**src/design/sisr_pkg.sv**
```systemverilog
// constants, field layouts and state types for the slot interrupt block
// assumes one core clock and a register port fed by the serial decoder
package sisr_pkg;

  localparam int NUM_SLOTS = 12;
  localparam int ADDR_W = 15;
  localparam int DATA_W = 16;

  ////////////////////////////////////////////////////////////////////////////
  // register offsets
  localparam logic [14:0] FIFO_STATUS_OFS = 15'h0000;
  localparam logic [14:0] SLOT_READY_STATUS_OFS = 15'h0001;
  localparam logic [14:0] CH1_CEILING_STATUS_OFS = 15'h0004;
  localparam logic [14:0] CH2_CEILING_STATUS_OFS = 15'h0005;
  localparam logic [14:0] AUTO_CLEAR_CONTROL_OFS = 15'h0007;
  localparam logic [14:0] OUTPUT_X_ENABLE_OFS = 15'h0014;
  localparam logic [14:0] OUTPUT_Y_ENABLE_OFS = 15'h0015;

  ////////////////////////////////////////////////////////////////////////////
  // field positions
  localparam int FIFO_LEVEL_BIT = 15;
  localparam int FIFO_UNDERRUN_BIT = 14;
  localparam int FIFO_OVERRUN_BIT = 13;
  localparam int SLOT_MSB = 11;

  ////////////////////////////////////////////////////////////////////////////
  // reset values
  localparam logic [11:0] SLOT_AUTOCLEAR_RST = 12'hfff;
  localparam logic FIFO_AUTOCLEAR_RST = 1'b1;
  localparam logic [11:0] SLOT_FLAG_RST = 12'h000;
  localparam logic [11:0] SLOT_EN_RST = 12'h000;
  localparam logic [2:0] FIFO_EN_RST = 3'h0;

  // one output's routing enables: level, underrun, overrun, slots
  typedef struct packed {
    logic fifo_level_en;
    logic fifo_underrun_en;
    logic fifo_overrun_en;
    logic [11:0] slot_ready_en;
  } sisr_out_en_s;

  // event strobes from the sample path and fifo
  typedef struct packed {
    logic [11:0] slot_update;
    logic [11:0] ch1_over;
    logic [11:0] ch2_over;
    logic [11:0] slot_read;
    logic fifo_level_event;
    logic fifo_underrun_event;
    logic fifo_overrun_event;
    logic fifo_read;
  } sisr_events_s;

  // whole block state
  typedef struct packed {
    logic [11:0] ch1_ceiling_flag;
    logic [11:0] ch2_ceiling_flag;
    logic [11:0] slot_ready_flag;
    logic fifo_level_irq_flag;
    logic fifo_underrun_flag;
    logic fifo_overrun_flag;
    logic fifo_level_autoclear_en;
    logic [11:0] slot_ready_autoclear_en;
    sisr_out_en_s outx;
    sisr_out_en_s outy;
    logic [15:0] rdata;
    logic irq_x;
    logic irq_y;
  } sisr_state_s;

endpackage : sisr_pkg

```
**src/design/sisr_top.sv**
```systemverilog
// slot interrupt status, auto-clear and x/y interrupt routing
// assumes the serial port decoder and sample path share core_clk
`timescale 1ns/1ps
module sisr_top (
  // clock and reset
  input wire logic core_clk,
  input wire logic reset_n,
  // register port from the serial decoder
  input wire logic [14:0] reg_addr,
  input wire logic reg_wr,
  input wire logic [15:0] reg_wdata,
  input wire logic reg_rd,
  output logic [15:0] reg_rdata,
  // events from sample path and fifo
  input wire sisr_pkg::sisr_events_s events,
  // interrupt outputs
  output logic irq_x,
  output logic irq_y
);

  ////////////////////////////////////////////////////////////////////////////
  // reset release through two flops
  logic rst_meta_n;
  logic rst_sync_n;

  always_ff @(posedge core_clk or negedge reset_n) begin
    if (!reset_n) begin
      rst_meta_n <= 1'b0;
      rst_sync_n <= 1'b0;
    end else begin
      rst_meta_n <= 1'b1;
      rst_sync_n <= rst_meta_n;
    end
  end

  ////////////////////////////////////////////////////////////////////////////
  // state
  sisr_pkg::sisr_state_s state_reg;
  sisr_pkg::sisr_state_s state_next;
  sisr_pkg::sisr_state_s state_rst;

  always_comb begin
    state_rst = '0;
    state_rst.fifo_level_autoclear_en = sisr_pkg::FIFO_AUTOCLEAR_RST;
    state_rst.slot_ready_autoclear_en = sisr_pkg::SLOT_AUTOCLEAR_RST;
    state_rst.outx.slot_ready_en = sisr_pkg::SLOT_EN_RST;
    state_rst.outy.slot_ready_en = sisr_pkg::SLOT_EN_RST;
  end

  // write decode: one strobe per register
  logic wr_fifo;
  logic wr_ready;
  logic wr_ch1;
  logic wr_ch2;
  logic wr_aclr;
  logic wr_x;
  logic wr_y;

  always_comb begin
    wr_fifo = reg_wr && (reg_addr == sisr_pkg::FIFO_STATUS_OFS);
    wr_ready = reg_wr && (reg_addr == sisr_pkg::SLOT_READY_STATUS_OFS);
    wr_ch1 = reg_wr && (reg_addr == sisr_pkg::CH1_CEILING_STATUS_OFS);
    wr_ch2 = reg_wr && (reg_addr == sisr_pkg::CH2_CEILING_STATUS_OFS);
    wr_aclr = reg_wr && (reg_addr == sisr_pkg::AUTO_CLEAR_CONTROL_OFS);
    wr_x = reg_wr && (reg_addr == sisr_pkg::OUTPUT_X_ENABLE_OFS);
    wr_y = reg_wr && (reg_addr == sisr_pkg::OUTPUT_Y_ENABLE_OFS);
  end

  // next-state: a set in the same cycle as a clear always wins
  always_comb begin
    logic [11:0] ready_clr;
    logic [11:0] ready_set;
    logic lvl_clr;
    ready_clr = '0;
    ready_set = '0;
    lvl_clr = 1'b0;
    state_next = state_reg;

    // ceiling flags, slots in 11:0
    state_next.ch1_ceiling_flag = (state_reg.ch1_ceiling_flag
      & ~({12{wr_ch1}} & reg_wdata[11:0]))
      | (events.slot_update & events.ch1_over);
    state_next.ch2_ceiling_flag = (state_reg.ch2_ceiling_flag
      & ~({12{wr_ch2}} & reg_wdata[11:0]))
      | (events.slot_update & events.ch2_over);

    // slot ready: write-one or read with autoclear enabled
    ready_clr = ({12{wr_ready}} & reg_wdata[11:0])
      | (events.slot_read & state_reg.slot_ready_autoclear_en);
    ready_set = events.slot_update;
    // a read with autoclear off leaves the flag alone
    state_next.slot_ready_flag =
      (state_reg.slot_ready_flag & ~ready_clr) | ready_set;

    // fifo level flag also clears on a fifo read when enabled
    lvl_clr = (wr_ready && reg_wdata[sisr_pkg::FIFO_LEVEL_BIT])
      || (events.fifo_read && state_reg.fifo_level_autoclear_en);
    state_next.fifo_level_irq_flag = (state_reg.fifo_level_irq_flag
      && !lvl_clr) || events.fifo_level_event;
    state_next.fifo_underrun_flag = (state_reg.fifo_underrun_flag
      && !(wr_fifo && reg_wdata[sisr_pkg::FIFO_UNDERRUN_BIT]))
      || events.fifo_underrun_event;
    state_next.fifo_overrun_flag = (state_reg.fifo_overrun_flag
      && !(wr_fifo && reg_wdata[sisr_pkg::FIFO_OVERRUN_BIT]))
      || events.fifo_overrun_event;

    // plain read-write controls; reserved bits are dropped
    if (wr_aclr) begin
      state_next.fifo_level_autoclear_en =
        reg_wdata[sisr_pkg::FIFO_LEVEL_BIT];
      state_next.slot_ready_autoclear_en = reg_wdata[11:0];
    end
    if (wr_x) begin
      state_next.outx = {reg_wdata[15:13], reg_wdata[11:0]};
    end
    if (wr_y) begin
      state_next.outy = {reg_wdata[15:13], reg_wdata[11:0]};
    end

    // outputs track the flags that are stored this same edge
    state_next.irq_x =
      (state_next.outx.fifo_level_en && state_next.fifo_level_irq_flag)
      || (state_next.outx.fifo_underrun_en
          && state_next.fifo_underrun_flag)
      || (state_next.outx.fifo_overrun_en
          && state_next.fifo_overrun_flag)
      || |(state_next.outx.slot_ready_en
           & state_next.slot_ready_flag);
    state_next.irq_y =
      (state_next.outy.fifo_level_en && state_next.fifo_level_irq_flag)
      || (state_next.outy.fifo_underrun_en
          && state_next.fifo_underrun_flag)
      || (state_next.outy.fifo_overrun_en
          && state_next.fifo_overrun_flag)
      || |(state_next.outy.slot_ready_en
           & state_next.slot_ready_flag);

    // read data, registered; reserved and unmapped read as zero
    state_next.rdata = 16'h0000;
    if (reg_rd) begin
      case (reg_addr)
        sisr_pkg::FIFO_STATUS_OFS: state_next.rdata =
          {1'b0, state_reg.fifo_underrun_flag,
           state_reg.fifo_overrun_flag, 13'h0000};
        sisr_pkg::SLOT_READY_STATUS_OFS: state_next.rdata =
          {state_reg.fifo_level_irq_flag, 3'h0,
           state_reg.slot_ready_flag};
        sisr_pkg::CH1_CEILING_STATUS_OFS: state_next.rdata =
          {4'h0, state_reg.ch1_ceiling_flag};
        sisr_pkg::CH2_CEILING_STATUS_OFS: state_next.rdata =
          {4'h0, state_reg.ch2_ceiling_flag};
        sisr_pkg::AUTO_CLEAR_CONTROL_OFS: state_next.rdata =
          {state_reg.fifo_level_autoclear_en, 3'h0,
           state_reg.slot_ready_autoclear_en};
        sisr_pkg::OUTPUT_X_ENABLE_OFS: state_next.rdata =
          {state_reg.outx.fifo_level_en, state_reg.outx.fifo_underrun_en,
           state_reg.outx.fifo_overrun_en, 1'b0,
           state_reg.outx.slot_ready_en};
        sisr_pkg::OUTPUT_Y_ENABLE_OFS: state_next.rdata =
          {state_reg.outy.fifo_level_en, state_reg.outy.fifo_underrun_en,
           state_reg.outy.fifo_overrun_en, 1'b0,
           state_reg.outy.slot_ready_en};
        default: state_next.rdata = 16'h0000;
      endcase
    end
  end

  // single state register on the synchronised reset
  always_ff @(posedge core_clk or negedge rst_sync_n) begin
    if (!rst_sync_n) begin
      state_reg <= state_rst;
    end else begin
      state_reg <= state_next;
    end
  end

  assign reg_rdata = state_reg.rdata;
  assign irq_x = state_reg.irq_x;
  assign irq_y = state_reg.irq_y;

endmodule : sisr_top

```
**config.mk**
```make
export PLATFORM = sky130hd
export DESIGN_NAME = sisr_top
export DESIGN_NICKNAME = d
export VERILOG_FILES = /design/src/design/sisr_pkg.sv /design/src/design/sisr_top.sv
export SDC_FILE = /design/constraint.sdc
export NUM_CORES = 1
export LEC_CHECK = 0
export BUFFER_PORTS_ARGS = -buffer_cell sky130_fd_sc_hd__buf_2
export CAP_MARGIN = 25
export CORE_MARGIN = 5
export CORE_UTILIZATION = 30
export CTS_CLUSTER_DIAMETER = 30
export DETAILED_ROUTE_END_ITERATION = 8
export SYNTH_ARGS = -nofsm -noshare
export SYNTH_HDL_FRONTEND = slang
export SYNTH_SLANG_ARGS = --single-unit
```
**constraint.sdc**
```tcl
create_clock -name core_clk -period 3.2 [get_ports core_clk]
set_clock_uncertainty 0.05 [all_clocks]
set_input_delay 0.64 -clock core_clk [delete_from_list [all_inputs] [get_ports core_clk]]
set_output_delay 0.64 -clock core_clk [all_outputs]
set_load 0.01 [all_outputs]
```
Yosys cells after proc, flatten, opt, wreduce, memory -nomap -nowiden
Cells that the tools add are included.
{"block": "op_classes", "addsub": 0, "multipliers": 0, "n_div": 0, "order_cmp": 0, "eq_ne": 6, "n_shift": 0, "n_mux": 4, "bitwise": 18, "n_reduce_logical": 36}
{"cell": "$and A12 B12 Y12", "n": 11}
{"cell": "$pmux W16 S7", "n": 1}
{"cell": "$or A12 B12 Y12", "n": 4}
{"cell": "$eq A15 B3 Y1 const B", "n": 3}
{"cell": "$not A12 Y12", "n": 3}
{"cell": "$eq A15 B5 Y1 const B", "n": 2}
{"cell": "$mux W15", "n": 2}
{"cell": "$reduce_or A12 Y1", "n": 2}
{"cell": "$logic_and A1 B1 Y1", "n": 20}
{"cell": "$mux W16", "n": 1}
{"cell": "$eq A15 B1 Y1 const B", "n": 1}
{"cell": "$logic_not A15 Y1", "n": 1}
{"cell": "$logic_or A1 B1 Y1", "n": 10}
{"cell": "$logic_not A1 Y1", "n": 3}
{"block": "totals", "ff_bits": 102, "latch_bits": 0, "mem_bits_rw": 0, "mem_bits_ro": 0, "in_bits": 87, "memories": 0}

Logic depth before layout (Yosys ltp)
Gate-level depths: netlist of the first run.
{"block": "logic_depth", "ltp_word": 11, "depth_mapped": 8, "ltp_nobuf": 6}

Least setup slack after synthesis of the first run
Ideal clock, no wire load.
{"block": "synth_path", "path_kind": "input -> register", "startpoint": "in reg_addr[8]", "endpoint": "reg state_reg (netlist bit irq_y)", "setup_time_ps": 136, "arrival_time_ps": 2190, "required_ps": 3014, "setup_slack_ps": 824, "path_stages": 6, "cell_sequence": "nor4_4 nand4_2 buf_6 mux2_4 a221oi_1 nand3_1"}
{"element": "from (decl)", "line_no": "sisr_top.sv:9", "source": "input wire logic [14:0] reg_addr,"}
{"element": "to (signal assigned)", "line_no": "sisr_top.sv:171", "source": "state_reg <= state_rst;"}
{"element": "to (signal assigned)", "line_no": "sisr_top.sv:173", "source": "state_reg <= state_next;"}
{"element": "to (decl)", "line_no": "sisr_top.sv:38", "source": "sisr_pkg::sisr_state_s state_reg;"}

==> results of run 1 <==
cells by family (layout without fill, tap and decap cells):
logic type | count (synthesis) | after routing | synth area share (%)
AO/OA/AOI/OAI | 106 | 106 | 17.03
buffers and inverters | 62 | 168 | 6.666
flip-flops | 101 | 101 | 52.13
multiplexers | 58 | 58 | 13.00
other | 2 | 2 | 0.1539
AND/OR/NAND/NOR | 79 | 79 | 11.03
final timing paths:
check	start	end	slack, ns	cells past startpoint
max in group asynchronous	rst_sync_n$_DFF_PN0_	state_reg[49]$_DFFE_PN1P_	1.90	1
min	reset_n	rst_sync_n$_DFF_PN0_	0.01	1
min in group core_clk	rst_meta_n$_DFF_PN0_	rst_sync_n$_DFF_PN0_	0.30	0
max	reg_addr[0]	irq_x$_DFF_PN0_	0.71	9
max reg2reg	state_reg[54]$_DFFE_PN1P_	irq_x$_DFF_PN0_	1.46	5
min reg2reg	rst_meta_n$_DFF_PN0_	rst_sync_n$_DFF_PN0_	0.30	0
power groups by stage:
stage | registers [mW] | logic [mW] | clock network (mW)
2_1_floorplan | 1.32 | 0.0306 | 0
3_3_place_gp | 1.32 | 0.130 | 0
5_1_grt | 1.29 | 0.144 | 1.45
4_1_cts | 1.29 | 0.132 | 1.39
6_report | 1.29 | 0.131 | 1.36
3_5_place_dp | 1.32 | 0.132 | 0
cells in the final DEF (no fill, tap or decap), drive strengths merged, types with 11 or more instances in the layout:
master,Yosys,layout
buf,25,121
a222oi,13,13
o22ai,20,20
inv,31,32
nand2,29,29
a22o,24,24
dfrtp,88,88
a21boi,12,12
nand2b,14,14
a22oi,15,15
a21oi,13,13
clkbuf,6,11
mux2,40,40
dfstp,13,13
mux2i,18,18
area by class of cell:
cell class | count | area, sq um
Multi-Input combinational cell | 245 | 2011
Timing Repair Buffer | 121 | 653.1
Tap cell | 216 | 270.3
Inverter | 31 | 116.4
Fill cell | 1577 | 9963
Clock buffer | 11 | 252.7
Clock inverter | 5 | 128.9
Sequential cell | 101 | 2547
layer usage:
metal / share of wire, % / wire [microns] / track usage [%] / up-vias
li1: - / - / - / 1709
met1: 42 / 5853 / 18.82 / 1845
met2: 50 / 6914 / 25.89 / 120
met3: 6.7 / 932 / 4.164 / 18
met4: 1.4 / 193 / 3.659 / 0
met5: 0 / 0 / 0 / -
==> metrics.txt, run 1 <==
crit path capture type register; top cells by count, synth 88 x dfrtp_1, 31 x inv_1, 29 x mux2_2; hpwl dp slightly above 10 mm; combinational share of power roughly 4.7%; final WL between 10 and 15 mm; final core utilization 37.51%; Post-DP Area 5598 sq um; Layout area overhead 22.54%; switching power total about 560 uW; switching share of power about 20%; Post-Place Worst Slack ~0.37 ns; EDFF count, synth 0; final worst slack between 0.7 and 0.8 ns; global-route wire length before repair roughly 22 mm; Port Buffers between 100 and 150; chip height 137.5 microns; FP Rows 46; Worst-Margin Slew between 0.6 and 0.7 ns; Slowest Stage Delay on Critical Path approximately 0.33 ns; post-synthesis cell count between 400 and 500; largest fanout on the critical path 20; Total Neg Setup Slack 0 ns; drt wl/cell between 15 and 20 microns; asr flop ratio synth 100.0%; CP Data Required Time around 3.4 ns; count leader, synth dfrtp_1; Vias 3692; TritonCTS clock tree built; CTS Buf Count 9; power per cell area ~470 nW/um^2; clk sinks about 100; First-pass DRT Iterations 8; final hold vios 0; global-route usage over all layers around 15%; Area contributors post-synth dfrtp_1 45%, dfstp_2 7.0%, mux2_2 6.7%; kind of critical path in2reg; top-area cell type share of the netlist area 45.13%; largest area contributor in the netlist dfrtp_1; VDD IR-drop max 0.2399 mV; max reg flops about 80; number of remaining DRC errors 1; Post-Synthesis Mean Instance Area around 12 sq um; Synth Register Bits between 100 and 150; Reg clk slew, reported paths roughly 0.07 ns; initial antenna violation count 0; CP top delay family simple AND/OR/NAND/NOR gates; Routed Antenna Nets 0; P_int ~2.2 mW; Reg power frac 46.4%; clock buffer depth 2; Leakage 2.895 nW; status finished with violations; Initial DRC Count about 330; tightest hold margin between 0.01 and 0.015 ns; post-synth cell types 47; min Tclk post-route approximately 2.5 ns; max cap viols 0; Cell Area, Synth approximately 4900 sq um; Crit-path slowest cell a2bb2o_1; failing checks design-rule violations; vias in the first global route roughly 4000; Post-CTS Setup Inserts 0; hold_buf cts 0; dpl cells a little over 700; Avg Vias per Cell 5.058; Final Setup Violations 0; die extent in x 137.5 microns; Clock Latency Late Sink ~0.34 ns; htree depth 3; nets@finish 596; slew margin rel. between 50% and 60%; clock share of power ~49%; Core Region ~16000 sq um; post-synthesis sequential area ratio 52.13%; CP Launch Type input pin; syn_nets between 400 and 500; Die ar. about 19000 sq um; root buffer cell clkbuf_16; Synth warnings 0; WP buf/inv 3; Crit path top cell by count buf_4; largest net degree at the start of global routing 53; Ports ~110; cell area after layout around 6000 sq um; RSZ-0062 raised after global routing false; WP data arrival ~2.7 ns; Tcrit/Tclk final around 80%; Primary FF master, synth dfrtp_1; Pwr Total ~2.8 mW; worst path cell trace buf_2 > buf_4 > nor4b_1 > nand4_1 > buf_4 > o22ai_1 > a2bb2o_1 > nor4_1 > nand3_1; GPL Wtd Cong ~0.8; Initial Utilization 30.61%; final global-route overflow total 0; Hold WC Path Type in2async; CTS resizes 0; ratio of cells with drive above 1 in the final layout about two fifths; Final Max Slew Viols 0; Non-Filler Instances 730; diodes inserted 0; Fmax 400.9 MHz
No activity file was read; power rests on OpenSTA's default activity.
==> run 2: changes to the inputs <==
clock period = 2.1 ns   (was 3.2 ns; I/O delays follow)
==> run 2 against run 1 <==
Net effect: the flow now finishes without violations; non-clock buffer count up 40; first-iteration DRC count fell by 20%; global-route usage grew 0.83 points; sequential power is 52% higher; final cell count up 5.5%; largest cell class unchanged; highest routed layer is now met5; final area rose by 7.6%; die area stayed put; critical endpoint unchanged; clock power grew 29%; sequential share of layout area decreased by 3.0 points.
==> metrics.txt, run 2 (synthesis gave the netlist of run 1 again) <==
status completed; Crit-path slowest cell a221oi_1; hpwl dp 10.89 mm (+5.6%); most common cell after layout, fill and taps aside buf_2; clock buffer depth 2 (unchanged); Post-DP Area 5979 sq um (+6.8%); Slowest Stage Delay on Critical Path 0.32 ns (about the same); TritonCTS clock tree built; root buffer cell clkbuf_16; die extent in x 137.5 microns (unchanged); Clock Latency Late Sink 0.35 ns (about the same); initial antenna violation count 1 (+1); Initial Utilization 30.61% (unchanged); max reg flops 82 (unchanged); Reg clk slew, reported paths 0.07 ns (about the same); WP buf/inv 5 (+2); Final Setup Violations 0 (unchanged); CP Data Required Time 2.28 ns (-1.08 ns); Tcrit/Tclk final 97.28%; Leakage 3.110 nW (+7.4%); Core Region 15940 sq um (unchanged); Port Buffers 102 (unchanged); CP Launch Type input pin; max cap viols 0 (unchanged); VDD IR-drop max 0.4163 mV (+74%); Total Neg Setup Slack 0 ns (unchanged); Fmax slightly below 500 MHz; drt wl/cell 18.96 microns (-0.35%); crit path capture type register; final hold vios 0 (unchanged); Die ar. 18920 sq um (unchanged); FP Rows 46 (unchanged); largest net degree at the start of global routing 72 (+36%); Layout area overhead 31.87%; final global-route overflow total 0 (unchanged); chip height 137.5 microns (unchanged); vias in the first global route 4199 (+4.1%); First-pass DRT Iterations 9 (+1); htree depth 3 (unchanged); Avg Vias per Cell 5.047 (-0.21%); nets@finish 636 (+6.7%); ratio of cells with drive above 1 in the final layout 46.21% (+8.1 points); diodes inserted 0 (unchanged); largest fanout on the critical path 6 (-70%); RSZ-0062 raised after global routing true; CTS Buf Count 9 (unchanged); tightest hold margin 0.2103 ns (+0.1958 ns); WP data arrival 2.22 ns (-0.44 ns); worst path cell trace buf_2 > nor4_4 > buf_4 > nand4_1 > buf_6 > buf_4 > o22ai_1 > inv_1 > a221oi_1 > nand3_1; clk sinks 101 (unchanged); commonest non-fill, non-tap cells in the layout 102 x buf_2, 87 x dfrtp_1, 46 x buf_4; Hold WC Path Type reg2async; cell area after layout 6435 sq um (+7.6%); Final Max Slew Viols 0 (unchanged); number of remaining DRC errors 0 (-1); global-route wire length before repair 22.78 mm (+5.0%); Pwr Total 3.959 mW (+42%); kind of critical path in2reg; Crit path top cell by count buf_4; final WL 14.60 mm (+5.1%); CP top delay family buffers and inverters; power per cell area 615.3 nW/um^2 (+32%); Initial DRC Count 264 (-20%); Routed Antenna Nets 0 (unchanged); global-route usage over all layers 15.92% (+0.83 points); final core utilization 40.36% (+2.9 points); min Tclk post-route between 2 and 2.5 ns; GPL Wtd Cong 0.8589 (+5.9%); Ports 105 (unchanged); Vias 3886 (+5.3%); number of fill cells 1555 (-1.4%)
## run 2: cell count changes in the layout (fill, tap and decap cells not counted), moves of 7 or more
cell     before  now
buf_6         0    7
o22ai_2       0    7
buf_4        19   46
o22ai_1      20   13
mux2_4        1    8
mux2_1       10    3
## run 2: where the power goes
part | internal, mW | switching, mW | total, mW
Sequential | 1.95 | 0.0117 | 1.96
Clock | 1.04 | 0.719 | 1.76
Combinational | 0.101 | 0.134 | 0.235
Total | 3.10 | 0.864 | 3.96
## run 2: final timing paths
kind | start | end | slack [ns] | depth (start not counted)
worst max-delay path | reg_addr[8] | irq_x$_DFF_PN0_ | 0.06 | 10
worst min-delay path | rst_sync_n$_DFF_PN0_ | state_reg[95]$_DFF_PN0_ | 0.21 | 0
max in group asynchronous | rst_sync_n$_DFF_PN0_ | state_reg[53]$_DFFE_PN1P_ | 1.04 | 1
worst min register to register | rst_sync_n$_DFF_PN0_ | state_reg[95]$_DFF_PN0_ | 0.21 | 0
min in group core_clk | events[38] | state_reg[98]$_DFF_PN0_ | 0.25 | 2
worst max register to register | state_reg[53]$_DFFE_PN1P_ | irq_y$_DFF_PN0_ | 0.40 | 5
## run 2: cell type report
cell class / count / area (sq um) / share of cell area (%)
clock buffers: 12 / 236.5 / 3.675
clock inverters: 4 / 72.57 / 1.128
inverters: 31 / 116.4 / 1.808
multi-input cells: 245 / 2147 / 33.37
flip-flops and latches: 101 / 2547 / 39.59
well taps: 216 / 270.3 / 4.200
repair buffers: 161 / 1045 / 16.24
## run 2: worst reg2reg max path: cells and delay by family (launching register included)
kind | cells | cell delay [ns]
simple gates | 2 | 0.37
compound gates | 3 | 0.61
flops | 1 | 0.54
## run 2: per-stage QoR
stage                     cells  setup WS [ns]
after floorplan             408       -0.03656
after global placement      751        -0.3595
after detailed placement    751        -0.3794
after CTS                   768      0.0008733
after global routing        770       -0.01997
final                       770        0.05705
## run 2: repair_timing
item | in CTS | in global routing
resized for setup | 2 | 22
endpoints found under the setup margin | 1 | 2
hold buffers | 1 | 0
pin swaps | 0 | 7
hold endpoints to repair | 2 | 0
buffers inserted | 0 | 2
## run 2: metal layers
| metal | part of all wire [%] | routed length, microns | global-route usage [%] |
|---|---|---|---|
| met1 | 42 | 6105 | 19.59 |
| met5 | 0.089 | 13 | 0 |
| met3 | 6.3 | 918 | 4.602 |
| met4 | 2.3 | 333 | 4.878 |
| met2 | 50 | 7232 | 26.98 |
